[src/include/rgp_pkg.sv]
package rgp_pkg;
	// Row geometry
	localparam int ROWS = 4;
	localparam int LIGHTS = 16;
	localparam int NODES = 4;

	// Clock and timing
	localparam longint CLK_HZ = 125000000;
	localparam longint FLASH_PER_MIN = 31;
	localparam longint HALF_CYCLES = (CLK_HZ * 60) / (FLASH_PER_MIN * 2);
	localparam longint HOLDOVER_HOURS = 8;
	localparam longint HOLDOVER_CYCLES = CLK_HZ * 3600 * HOLDOVER_HOURS;

	// Reset values
	localparam logic RST_PHASE = 1'b0;

	// Avalon-MM register offsets (byte addresses)
	localparam logic [7:0] REG_CTRL = 8'h00;
	localparam logic [7:0] REG_STATUS = 8'h04;
	localparam logic [7:0] REG_IRQ_STAT = 8'h08;
	localparam logic [7:0] REG_IRQ_MASK = 8'h0C;
	localparam logic [7:0] REG_ROW_STATE = 8'h10;

	// Bit positions
	localparam int CTRL_ON = 0;
	localparam int CTRL_LINK_OK = 1;
	localparam int ST_CAUTION = 0;
	localparam int ST_FAULT = 1;
	localparam int ST_HOLDOVER = 2;
	localparam int ST_PHASE = 3;
	localparam int IRQ_CAUTION = 0;
	localparam int IRQ_FAULT = 1;
	localparam int IRQ_LINK = 2;

	// Avalon-MM request
	typedef struct packed {
		logic read;
		logic write;
		logic [7:0] address;
		logic [31:0] writedata;
	} rgp_av_req_t;

	// Avalon-MM answer
	typedef struct packed {
		logic waitrequest;
		logic [31:0] readdata;
	} rgp_av_rsp_t;

	// Flash state
	typedef enum logic [1:0] {
		RGP_OFF,
		RGP_RUN,
		RGP_HOLD
	} rgp_state_t;
endpackage : rgp_pkg

[src/hw/rgp_ctrl.sv]
// Functional notes
// RULE1: On-contact closed turns rows on, pulsing. The code only starts from off while link_lost is low.
// RULE2: Caution on any light, node, module failure.
// RULE3: Fault on two adjacent or three lights.
// RULE4: Caution and fault on separate outputs.
// RULE5: Reset contact clears caution; caution can re-raise.
// RULE6: Fault stays until failure corrected.
// RULE7: Caution always active while fault active.
// RULE8: Even lights together, odd lights alternately.
// RULE9: Each set powered half the cycle.
// RULE10: Thirty to thirty-two flashes per minute.
// RULE11: Failed lamp leaves others pulsing normally.
// RULE12: Link loss: keep pulsing eight hours.
// RULE13: Sets stay synchronised within 0.05 s.
// RULE14: Even opposite odd within 0.13 s.
// RULE15: Failed local control device forces lamps off.
// RULE16: Link loss separate from component failure.
// RULE17: Vault computer checks regulator output current.
// RULE18: Caution latched until reset contact closes.
`timescale 1ns/10ps
`default_nettype none
module rgp_ctrl
	import rgp_pkg::*;
#(
	parameter longint HOLD_CYCLES = HOLDOVER_CYCLES,
	parameter longint HALF = HALF_CYCLES
) (
	// Clock and reset
	input wire logic clk_sys,
	input wire logic rst,
	// Vault contacts
	input wire logic on_contact,
	input wire logic reset_contact,
	// Field status
	input wire logic [ROWS*LIGHTS-1:0] lamp_failed,
	input wire logic [ROWS*NODES-1:0] node_failed,
	input wire logic [ROWS*NODES-1:0] node_link_lost,
	input wire logic io_module_failed,
	// Lamp drive
	output logic [ROWS*LIGHTS-1:0] lamp_on,
	// Alarm contacts
	output logic caution_out,
	output logic fault_out,
	// Avalon-MM slave
	input wire rgp_av_req_t av_req,
	output rgp_av_rsp_t av_rsp,
	output logic irq
);
	localparam int NPER = LIGHTS / NODES;

	rgp_state_t state_q;
	logic phase_q;
	logic [31:0] tick_q;
	logic [47:0] hold_q;
	logic caution_q, fault_q, reset_d1_q;
	logic [2:0] ctrl_q;
	logic [2:0] irq_stat_q, irq_mask_q;
	logic [31:0] rdata_q;
	logic rvalid_q;
	logic [ROWS-1:0] row_fault;
	logic link_lost, any_fail, active, fault_rise, caution_rise, link_rise;
	logic link_lost_q;
	logic [31:0] status_word;

	// Count failed lamps in one row and check adjacency
	function automatic logic row_bad(input logic [LIGHTS-1:0] f);
		int cnt;
		logic adj;
		cnt = 0;
		adj = 1'b0;
		for (int i = 0; i < LIGHTS; i++) begin
			cnt += int'(f[i]);
			if (i > 0 && f[i] && f[i-1]) begin
				adj = 1'b1;
			end
		end
		return adj || (cnt >= 3);
	endfunction : row_bad

	// Write decode shared by every register that software can change
	function automatic logic wr_hit(input rgp_av_req_t req, input logic [7:0] off);
		return req.write && (req.address == off);
	endfunction : wr_hit

	genvar r, l;
	generate
		for (r = 0; r < ROWS; r++) begin : g_row
			assign row_fault[r] = row_bad(lamp_failed[r*LIGHTS +: LIGHTS]); // RULE3
			for (l = 0; l < LIGHTS; l++) begin : g_lamp
				// One phase signal feeds every lamp, so sets never skew
				assign lamp_on[r*LIGHTS+l] = (state_q != RGP_OFF)
					&& ((l % 2 == 0) ? !phase_q : phase_q) // RULE8 RULE13 RULE14
					&& !node_failed[r*NODES + l/NPER]; // RULE15 RULE11
			end
		end
	endgenerate

	// Link loss kept apart from component failures
	assign link_lost = |node_link_lost || !ctrl_q[CTRL_LINK_OK]; // RULE16
	assign any_fail = |lamp_failed || |node_failed || io_module_failed; // RULE2
	assign active = on_contact || ctrl_q[CTRL_ON];

	// Flash sequencer
	always_ff @(posedge clk_sys or posedge rst) begin
		if (rst) begin
			state_q <= RGP_OFF;
			hold_q <= '0;
		end else begin
			unique case (state_q)
				RGP_OFF: if (active && !link_lost) state_q <= RGP_RUN; // RULE1
				RGP_RUN: begin
					if (link_lost) begin
						state_q <= RGP_HOLD; // RULE12
						hold_q <= '0;
					end else if (!active) begin
						state_q <= RGP_OFF;
					end
				end
				RGP_HOLD: begin
					hold_q <= hold_q + 48'h1;
					if (!link_lost) state_q <= active ? RGP_RUN : RGP_OFF;
					else if (hold_q >= 48'(HOLD_CYCLES - 1)) state_q <= RGP_OFF; // RULE12
				end
			endcase
		end
	end

	// Half-period timer; exact equal halves keep duty at 50 percent
	always_ff @(posedge clk_sys or posedge rst) begin
		if (rst) begin
			tick_q <= '0;
			phase_q <= RST_PHASE;
		end else if (state_q == RGP_OFF) begin
			tick_q <= '0;
			phase_q <= RST_PHASE;
		end else if (tick_q >= 32'(HALF - 1)) begin
			tick_q <= '0;
			phase_q <= !phase_q; // RULE9 RULE10
		end else begin
			tick_q <= tick_q + 32'h1;
		end
	end

	// Alarms: caution latched until reset closure, fault follows condition
	always_ff @(posedge clk_sys or posedge rst) begin
		if (rst) begin
			caution_q <= 1'b0;
			fault_q <= 1'b0;
			reset_d1_q <= 1'b0;
		end else begin
			reset_d1_q <= reset_contact;
			fault_q <= |row_fault; // RULE6
			// A standing failure wins over a reset closure, so caution cannot blink off
			if (any_fail) caution_q <= 1'b1; // RULE2 RULE18
			else if (reset_contact && !reset_d1_q) caution_q <= 1'b0; // RULE5
		end
	end

	assign caution_out = caution_q || fault_q; // RULE4 RULE7
	assign fault_out = fault_q; // RULE4

	// Event detection for interrupts
	always_ff @(posedge clk_sys or posedge rst) begin
		if (rst) link_lost_q <= 1'b0;
		else link_lost_q <= link_lost;
	end
	assign caution_rise = any_fail && !caution_q;
	assign fault_rise = |row_fault && !fault_q;
	assign link_rise = link_lost && !link_lost_q;

	// Sticky interrupt status, write one to clear, set wins
	always_ff @(posedge clk_sys or posedge rst) begin
		if (rst) begin
			irq_stat_q <= '0;
		end else begin
			logic [2:0] clr;
			clr = '0;
			if (wr_hit(av_req, REG_IRQ_STAT)) clr = av_req.writedata[2:0];
			irq_stat_q <= (irq_stat_q & ~clr) | {link_rise, fault_rise, caution_rise};
		end
	end
	assign irq = |(irq_stat_q & irq_mask_q);

	// Register writes; link-ok bit defaults set so the bench starts healthy
	always_ff @(posedge clk_sys or posedge rst) begin
		if (rst) begin
			ctrl_q <= 3'h2;
			irq_mask_q <= '0;
		end else begin
			if (wr_hit(av_req, REG_CTRL)) ctrl_q <= av_req.writedata[2:0];
			if (wr_hit(av_req, REG_IRQ_MASK)) irq_mask_q <= av_req.writedata[2:0];
		end
	end

	// Status word laid out by the shared bit positions
	always_comb begin
		status_word = 32'h0;
		status_word[ST_CAUTION] = caution_out;
		status_word[ST_FAULT] = fault_q;
		status_word[ST_HOLDOVER] = (state_q == RGP_HOLD);
		status_word[ST_PHASE] = phase_q;
	end

	// Reads answer one cycle late; waitrequest holds the master meanwhile
	always_ff @(posedge clk_sys or posedge rst) begin
		if (rst) begin
			rdata_q <= '0;
			rvalid_q <= 1'b0;
		end else begin
			rvalid_q <= av_req.read && !rvalid_q;
			if (av_req.read && !rvalid_q) begin
				unique case (av_req.address)
					REG_CTRL: rdata_q <= {29'h0, ctrl_q};
					REG_STATUS: rdata_q <= status_word;
					REG_IRQ_STAT: rdata_q <= {29'h0, irq_stat_q};
					REG_IRQ_MASK: rdata_q <= {29'h0, irq_mask_q};
					REG_ROW_STATE: rdata_q <= {{(32-ROWS){1'b0}}, row_fault};
					default: rdata_q <= 32'h0;
				endcase
			end
		end
	end

	// One driver for the whole answer struct
	assign av_rsp = '{waitrequest: av_req.read && !rvalid_q, readdata: rdata_q};
endmodule : rgp_ctrl
`default_nettype wire

[config.mk]
export PLATFORM = sky130hd
export DESIGN_NAME = rgp_ctrl
export DESIGN_NICKNAME = d
export VERILOG_FILES = /design/src/include/rgp_pkg.sv /design/src/hw/rgp_ctrl.sv
export SDC_FILE = /design/constraint.sdc
export NUM_CORES = 1
export LEC_CHECK = 0
export ABC_CLOCK_PERIOD_IN_PS = 4200
export BUFFER_PORTS_ARGS = -buffer_cell sky130_fd_sc_hd__buf_4
export CORE_ASPECT_RATIO = 1.5
export CORE_MARGIN = 1.5
export CORE_UTILIZATION = 53
export CTS_CLUSTER_DIAMETER = 40
export DETAILED_ROUTE_END_ITERATION = 12
export PLACE_DENSITY = 0.82
export SLEW_MARGIN = 20
export SYNTH_ARGS = -nofsm -noshare
export SYNTH_HDL_FRONTEND = slang
export SYNTH_SLANG_ARGS = --single-unit
[constraint.sdc]
create_clock -name clk_sys -period 4.2 [get_ports clk_sys]
set_input_delay 0.42 -clock clk_sys [delete_from_list [all_inputs] [get_ports clk_sys]]
set_output_delay 0.42 -clock clk_sys [all_outputs]
set_load 0.005 [all_outputs]
After elaboration in Yosys (flattened, before gate mapping):

Cells that the tools add are included.

* bits in writable memories: 0
* bits of input ports: 143
* memories kept: 0
* bits in latches: 0
* bits in read-only memories: 0
* output and inout bits: 100
* register bits after elaboration: 129

* magnitude comparators: 6
* bitwise gates (word level): 4
* shift operators: 0
* reduce and logical (&&, ||, !) cells: 149
* add/subtract/negate cells: 62
* multiply operators: 0
* equality and inequality tests: 10
* mux-type cells: 77
* div/mod/pow operators: 0

Operator list (count)
* $logic_and A1 B1 Y1: 103
* $pmux W48 S2: 1
* $mux W1: 65
* $add A15 B1 Y16: 4
* $ge A16 B2 Y1 const B: 4
* $mux W32: 2
* $reduce_or A64 Y1: 1
* $add A14 B1 Y15: 4
* $add A13 B1 Y14: 4
* $add A12 B1 Y13: 4
* $add A11 B1 Y12: 4
* $add A48 B1 Y48 const B: 1
* $ge A48 B42 Y1 const B: 1
* $mux W48: 1
* $add A10 B1 Y11: 4
* $add A9 B1 Y10: 4
* $add A8 B1 Y9: 4
* $add A32 B1 Y32 const B: 1
* $add A7 B1 Y8: 4
* $ge A32 B27 Y1 const B: 1
* $reduce_or A16 Y1: 2
* $add A6 B1 Y7: 4
* $add A5 B1 Y6: 4
* $logic_not A1 Y1: 24
* 27 further kinds: 57

Depth between registers and ports, before layout:

* depth after elaboration: 20
* depth in mapped cells: 15
* depth with buffers taken out: 15

Worst setup path after synthesis:

No wires, ideal clock.

* path type: input port to flip-flop
* start point: input lamp_failed[16]
* end point: register irq_stat_q[1]
* stages: 12
* path buffers: 0
* data required time: 4.079 ns
* arrival: 4.167 ns
* slack: -0.088 ns
* cells stage by stage: inv_1 fa_1 fa_1 fa_1 fa_1 inv_1 ha_1 fa_1 a2111o_1 nor4b_1 nand4_1 a22o_1

* cells in the longest elaborated chain, start to end: 20

Ends and longest elaborated chain
* from (decl): RTL line rgp_ctrl.sv:35 `input wire logic [ROWS*LIGHTS-1:0] lamp_failed,`
* $add A1 B1 Y2 / $logic_and A1 B1 Y1 (equally long branches): RTL line rgp_ctrl.sv:72, rgp_ctrl.sv:73
* $add A2 B1 Y3 / $mux W1 (equally long branches): RTL line rgp_ctrl.sv:72, rgp_ctrl.sv:73
* $add A3 B1 Y4 / $mux W1 (equally long branches): RTL line rgp_ctrl.sv:72, rgp_ctrl.sv:73
* $add A4 B1 Y5 / $mux W1 (equally long branches): RTL line rgp_ctrl.sv:72, rgp_ctrl.sv:73
* $add A5 B1 Y6 / $mux W1 (equally long branches): RTL line rgp_ctrl.sv:72, rgp_ctrl.sv:73
* $add A6 B1 Y7 / $mux W1 (equally long branches): RTL line rgp_ctrl.sv:72, rgp_ctrl.sv:73
* $add A7 B1 Y8 / $mux W1 (equally long branches): RTL line rgp_ctrl.sv:72, rgp_ctrl.sv:73
* $add A8 B1 Y9 / $mux W1 (equally long branches): RTL line rgp_ctrl.sv:72, rgp_ctrl.sv:73
* (+4 left out)
* $add A13 B1 Y14 / $mux W1 (equally long branches): RTL line rgp_ctrl.sv:72, rgp_ctrl.sv:73
* $add A14 B1 Y15 / $mux W1 (equally long branches): RTL line rgp_ctrl.sv:72, rgp_ctrl.sv:73
* $add A15 B1 Y16 / $mux W1 (equally long branches): RTL line rgp_ctrl.sv:72, rgp_ctrl.sv:73
* $ge A16 B2 Y1 / $mux W1 (equally long branches): RTL line rgp_ctrl.sv:77, rgp_ctrl.sv:73
* $logic_or A1 B1 Y1 *: RTL line rgp_ctrl.sv:77 `return adj || (cnt >= 3);`
* $reduce_or A4 Y1 *: RTL line rgp_ctrl.sv:168 `assign fault_rise = |row_fault && !fault_q;`
* $logic_and A1 B1 Y1 *: RTL line rgp_ctrl.sv:168
* $or A3 B3 Y3 *: RTL line rgp_ctrl.sv:179 `irq_stat_q <= (irq_stat_q & ~clr) | {link_rise, fault_rise, caution_rise};`
* to (signal assigned): RTL line rgp_ctrl.sv:179
* to (decl): RTL line rgp_ctrl.sv:57 `logic [2:0] irq_stat_q, irq_mask_q;`

Mark *: on every way between the ends. The rest lies on a longest branch, timed or not.
A chain may end at the register's enable or synchronous reset.

Worst setup path after layout:

* start point: input lamp_failed[0]
* end point: register irq_stat_q[1]

The elaborated chain is that of the path after synthesis.

==> Flow_metrics.wiki <==
{| class="wikitable"
! Metric !! Value
|-
| Sum of overflow across all layers after global routing || 0
|-
| Vias per Instance || 5.54
|-
| Min Clock Period, post-route || 4.14 ns
|-
| Number of distinct standard cells referenced by the synthesized netlist || 65
|-
| Number of hold-slack violations in the final timing report || 0
|-
| Pin count of the biggest net entering global routing || 83
|-
| Result of the run || completed
|-
| Post-synth design cell area || 0.00789 mm^2
|-
| Pins over their slew limit || 0
|-
| Weighted congestion reported at the end of routability-driven placement || 1.00
|-
| Worst voltage drop across the vdd grid || 300 uV
|-
| Clock skew || 0.00371 ns
|-
| Post-Route Utilization || 0.681
|-
| Final layout net count || 1322
|-
| Yosys reg bits || 101
|-
| Count of pins on the block boundary || 243
|-
| Maximum fanout along the worst path || 2
|-
| Share of synthesized area occupied by flip-flops and latches || 0.320
|-
| Vias in the first global route || 7232
|-
| Clock tree from TritonCTS || done
|-
| First DRT Iteration DRCs || 367
|-
| Worst endpoint required time || 4.43 ns
|-
| Synthesized area per cell || 8.70 um^2
|-
| Core area || 0.0145 mm^2
|-
| Launching element type of the critical path || input pin
|-
| Total routing resource utilization after global routing || 0.299
|-
| Arrival time of data at the critical path endpoint || 4.37 ns
|-
| Num Clock Sinks || 101
|-
| Setup violations, final || 0
|-
| X dimension of the die || 103 um
|-
| Routed wire length per instance || 17.2 um
|-
| Share of the cycle needed by the critical path after routing || 0.986
|-
| Dominant cell type by area after synthesis || sky130_fd_sc_hd__dfrtp_1
|-
| Most frequently used flop master after synthesis || sky130_fd_sc_hd__dfrtp_1
|-
| Buffer depth of the longest clock path || 2
|-
| Instance count of the mapped netlist || 907
|-
| Count of TritonRoute iterations in the first routing pass || 5
|-
| Smallest hold slack || 0.193 ns
|-
| Setup slack on the worst flop-to-flop path || 1.11 ns
|-
| Count of placed standard cells including taps || 1289
|-
| Overall routed net length || 22.5 mm
|-
| H-tree levels || 3
|-
| Clock root cell || sky130_fd_sc_hd__clkbuf_16
|-
| Die Height || 152 um
|-
| Count of nets left with antenna violations after detail routing || 0
|-
| Placed instance area || 0.00952 mm^2
|-
| Max capacitance violation total || 0
|-
| Areal power density over the cells || 358 mW/mm^2
|-
| Via count || 7254
|-
| Top cells by area in the synthesized netlist || sky130_fd_sc_hd__dfrtp_1 32%, sky130_fd_sc_hd__fa_1 10%, sky130_fd_sc_hd__buf_4 5.8%
|-
| Worst max-slew margin expressed relative to the limit || 0.303
|-
| Clock latency on the worst-skew pair || 0.34 ns
|-
| Core Rows || 54
|-
| Starting density of the core || 0.543
|-
| Worst min-delay path class || in -> reg
|-
| TritonCTS buffer count || 9
|-
| Fraction of final layout cells with drive strength greater than 1 || 0.257
|-
| Achievable clock frequency || 242 MHz
|-
| Area added between synthesis and finish || 25.4%
|-
| Pleak || 4.75 nW
|-
| Share of flip-flops with an asynchronous set or reset after synthesis || 1.00
|-
| Clk slew on worst S/H paths || 0.06 ns
|-
| Aggregate negative setup slack || 0 ns
|-
| Slew of the pin with the lowest slew margin || 1.04 ns
|-
| Detailed placement HPWL || 17.6 mm
|-
| Total DRC errors in the routed layout || 0
|-
| Final instance area || 0.00990 mm^2
|-
| Initial antenna violation count || 6
|-
| Type of the setup path with the least slack || in -> reg
|-
| Capturing element type of the critical path || register
|-
| Synth warn || 0
|-
| Count of input and output buffers || 185
|-
| Full die area || 0.0157 mm^2
|-
| Wire length of the first global-routing pass || 35.9 mm
|-
| Unrepaired setup endpoints after global routing || true
|-
| Count of placed standard cells in the final layout, fillers left out || 1309
|-
| Top cell type's share of synthesized area || 0.317
|-
| Quantity of hold-fixing buffers added after cts || 0
|-
| EDFF count, synth || 0
|}
==> synth_stat cells, types with 3 or more instances <==
cell and count:
sky130_fd_sc_hd__a211o_1 3, sky130_fd_sc_hd__a21oi_1 22, sky130_fd_sc_hd__a222oi_1 3, sky130_fd_sc_hd__a22o_1 3, sky130_fd_sc_hd__a2bb2oi_1 3, sky130_fd_sc_hd__a31oi_1 4, sky130_fd_sc_hd__and2_1 7, sky130_fd_sc_hd__and3_1 12
sky130_fd_sc_hd__and4_1 3, sky130_fd_sc_hd__buf_2 3, sky130_fd_sc_hd__buf_4 61, sky130_fd_sc_hd__clkbuf_1 20, sky130_fd_sc_hd__dfrtp_1 100, sky130_fd_sc_hd__fa_1 40, sky130_fd_sc_hd__ha_1 34, sky130_fd_sc_hd__inv_1 118
sky130_fd_sc_hd__mux2_2 6, sky130_fd_sc_hd__mux4_2 3, sky130_fd_sc_hd__nand2_1 46, sky130_fd_sc_hd__nand2b_1 3, sky130_fd_sc_hd__nand3_1 47, sky130_fd_sc_hd__nand4_1 32, sky130_fd_sc_hd__nor2_1 114, sky130_fd_sc_hd__nor3_1 19
sky130_fd_sc_hd__nor4_1 32, sky130_fd_sc_hd__nor4b_1 7, sky130_fd_sc_hd__o21a_1 4, sky130_fd_sc_hd__o21ai_0 46, sky130_fd_sc_hd__or3_1 12, sky130_fd_sc_hd__or4_1 6, sky130_fd_sc_hd__or4b_1 3, sky130_fd_sc_hd__xnor2_1 24
sky130_fd_sc_hd__xor2_1 29
==> kinds of logic after synthesis <==
kind of cell	after synthesis	share of synthesized area
AO/OA/AOI/OAI	107	0.0843
XOR/XNOR	53	0.0588
adder cells (fa/ha/maj)	74	0.155
buffers and inverters	204	0.127
flip-flops	101	0.320
multiplexers	10	0.0184
other	1	0.000475
AND/OR/NAND/NOR	357	0.235
==> critical path, stage by stage <==
cell and delay, ns:
sky130_fd_sc_hd__buf_4 0.08, sky130_fd_sc_hd__inv_1 0.06, sky130_fd_sc_hd__fa_1 0.57, sky130_fd_sc_hd__fa_1 0.47
sky130_fd_sc_hd__fa_1 0.50, sky130_fd_sc_hd__fa_1 0.50, sky130_fd_sc_hd__inv_1 0.04, sky130_fd_sc_hd__ha_1 0.20
sky130_fd_sc_hd__fa_1 0.43, sky130_fd_sc_hd__a222oi_1 0.29, sky130_fd_sc_hd__nand4_1 0.15, sky130_fd_sc_hd__nor3_2 0.26
sky130_fd_sc_hd__nand4_1 0.16, sky130_fd_sc_hd__a22o_1 0.25
==> layout by cell type (no fill, tap or decap), drive strengths merged, types with 3 or more instances in the layout <==
master,n
xnor2,24
a211o,3
a31oi,4
and4,4
nor2,114
mux4,3
xor2,29
or3,12
nor3,19
a222oi,3
a22o,3
diode,4
clkbuf,14
nand2,46
mux2,6
buf,241
nand2b,3
or4,7
inv,118
fa,40
nand3,47
nand4,32
a21oi,22
o21ai,47
dfrtp,100
conb,33
and2,7
ha,34
and3,12
o21a,4
nor4b,7
or4b,3
a2bb2oi,3
nor4,34
==> flip-flops by register name (all words and copies together) (netlist names), 2 cells and up <==
| name | flops |
|---|---|
| hold_q | 48 |
| tick_q | 32 |
| rdata_q | 4 |
| ctrl_q | 3 |
| irq_mask_q | 3 |
| irq_stat_q | 3 |
| state_q | 2 |
==> layout make-up <==
type / instances / area (um^2)
fill: 1147 / 4630
multi-input combinational: 634 / 4540
sequential: 101 / 2530
timing repair buffer: 241 / 1830
inverter: 118 / 450
clock buffer: 14 / 264
tap: 196 / 245
clock inverter: 1 / 30.0
antenna: 4 / 10.0
==> what timing repair did <==
action / in CTS / in global routing
gates cloned: 0 / 0
pin swaps: 2 / 11
setup buffers: 1 / 0
resized for setup: 2 / 18
endpoints found under the setup margin: 2 / 4
endpoints found under the hold margin: 0 / 0
==> path summary, 6_finish.rpt <==
check | start | to | cells past startpoint
min | reset_contact | reset_d1_q$_DFF_PP0_ | 1
max in group asynchronous | rst | caution_q$_DFFE_PP0P_ | 3
max reg2reg | ctrl_q[1]$_DFFE_PP1P_ | hold_q[38]$_DFFE_PP0P_ | 7
min in group asynchronous | rst | link_lost_q$_DFF_PP0_ | 2
max | lamp_failed[0] | irq_stat_q[1]$_DFF_PP0_ | 14
min reg2reg | reset_d1_q$_DFF_PP0_ | caution_q$_DFFE_PP0P_ | 2
==> layer usage <==
metal | vias up | GRT usage | part of all wire
met2 | 324 | 0.509 | 0.50
met5 | - | 0 | 0.0015
met3 | 73 | 0.0931 | 0.098
met4 | 4 | 0.144 | 0.051
met1 | 3455 | 0.332 | 0.35
li1 | 3398 | - | -
==> where the power goes <==
| part | total (mW) | leakage, nW | internal (mW) | switching, mW |
|---|---|---|---|---|
| Combinational | 1.68 | 3.25 | 0.748 | 0.929 |
| Sequential | 1.03 | 1.36 | 1.00 | 0.0241 |
| Clock | 0.835 | 0.143 | 0.492 | 0.343 |
| Total | 3.54 | 4.75 | 2.24 | 1.30 |
==> stage by stage <==
step	setup slack [ns]	total power, mW
2_1_floorplan	0.00398	2.06
3_3_place_gp	-0.296	2.62
3_5_place_dp	-0.382	2.67
4_1_cts	0.000678	3.51
5_1_grt	-0.0985	3.80
6_report	0.0605	3.54
No activity file was read; power rests on OpenSTA's default activity.
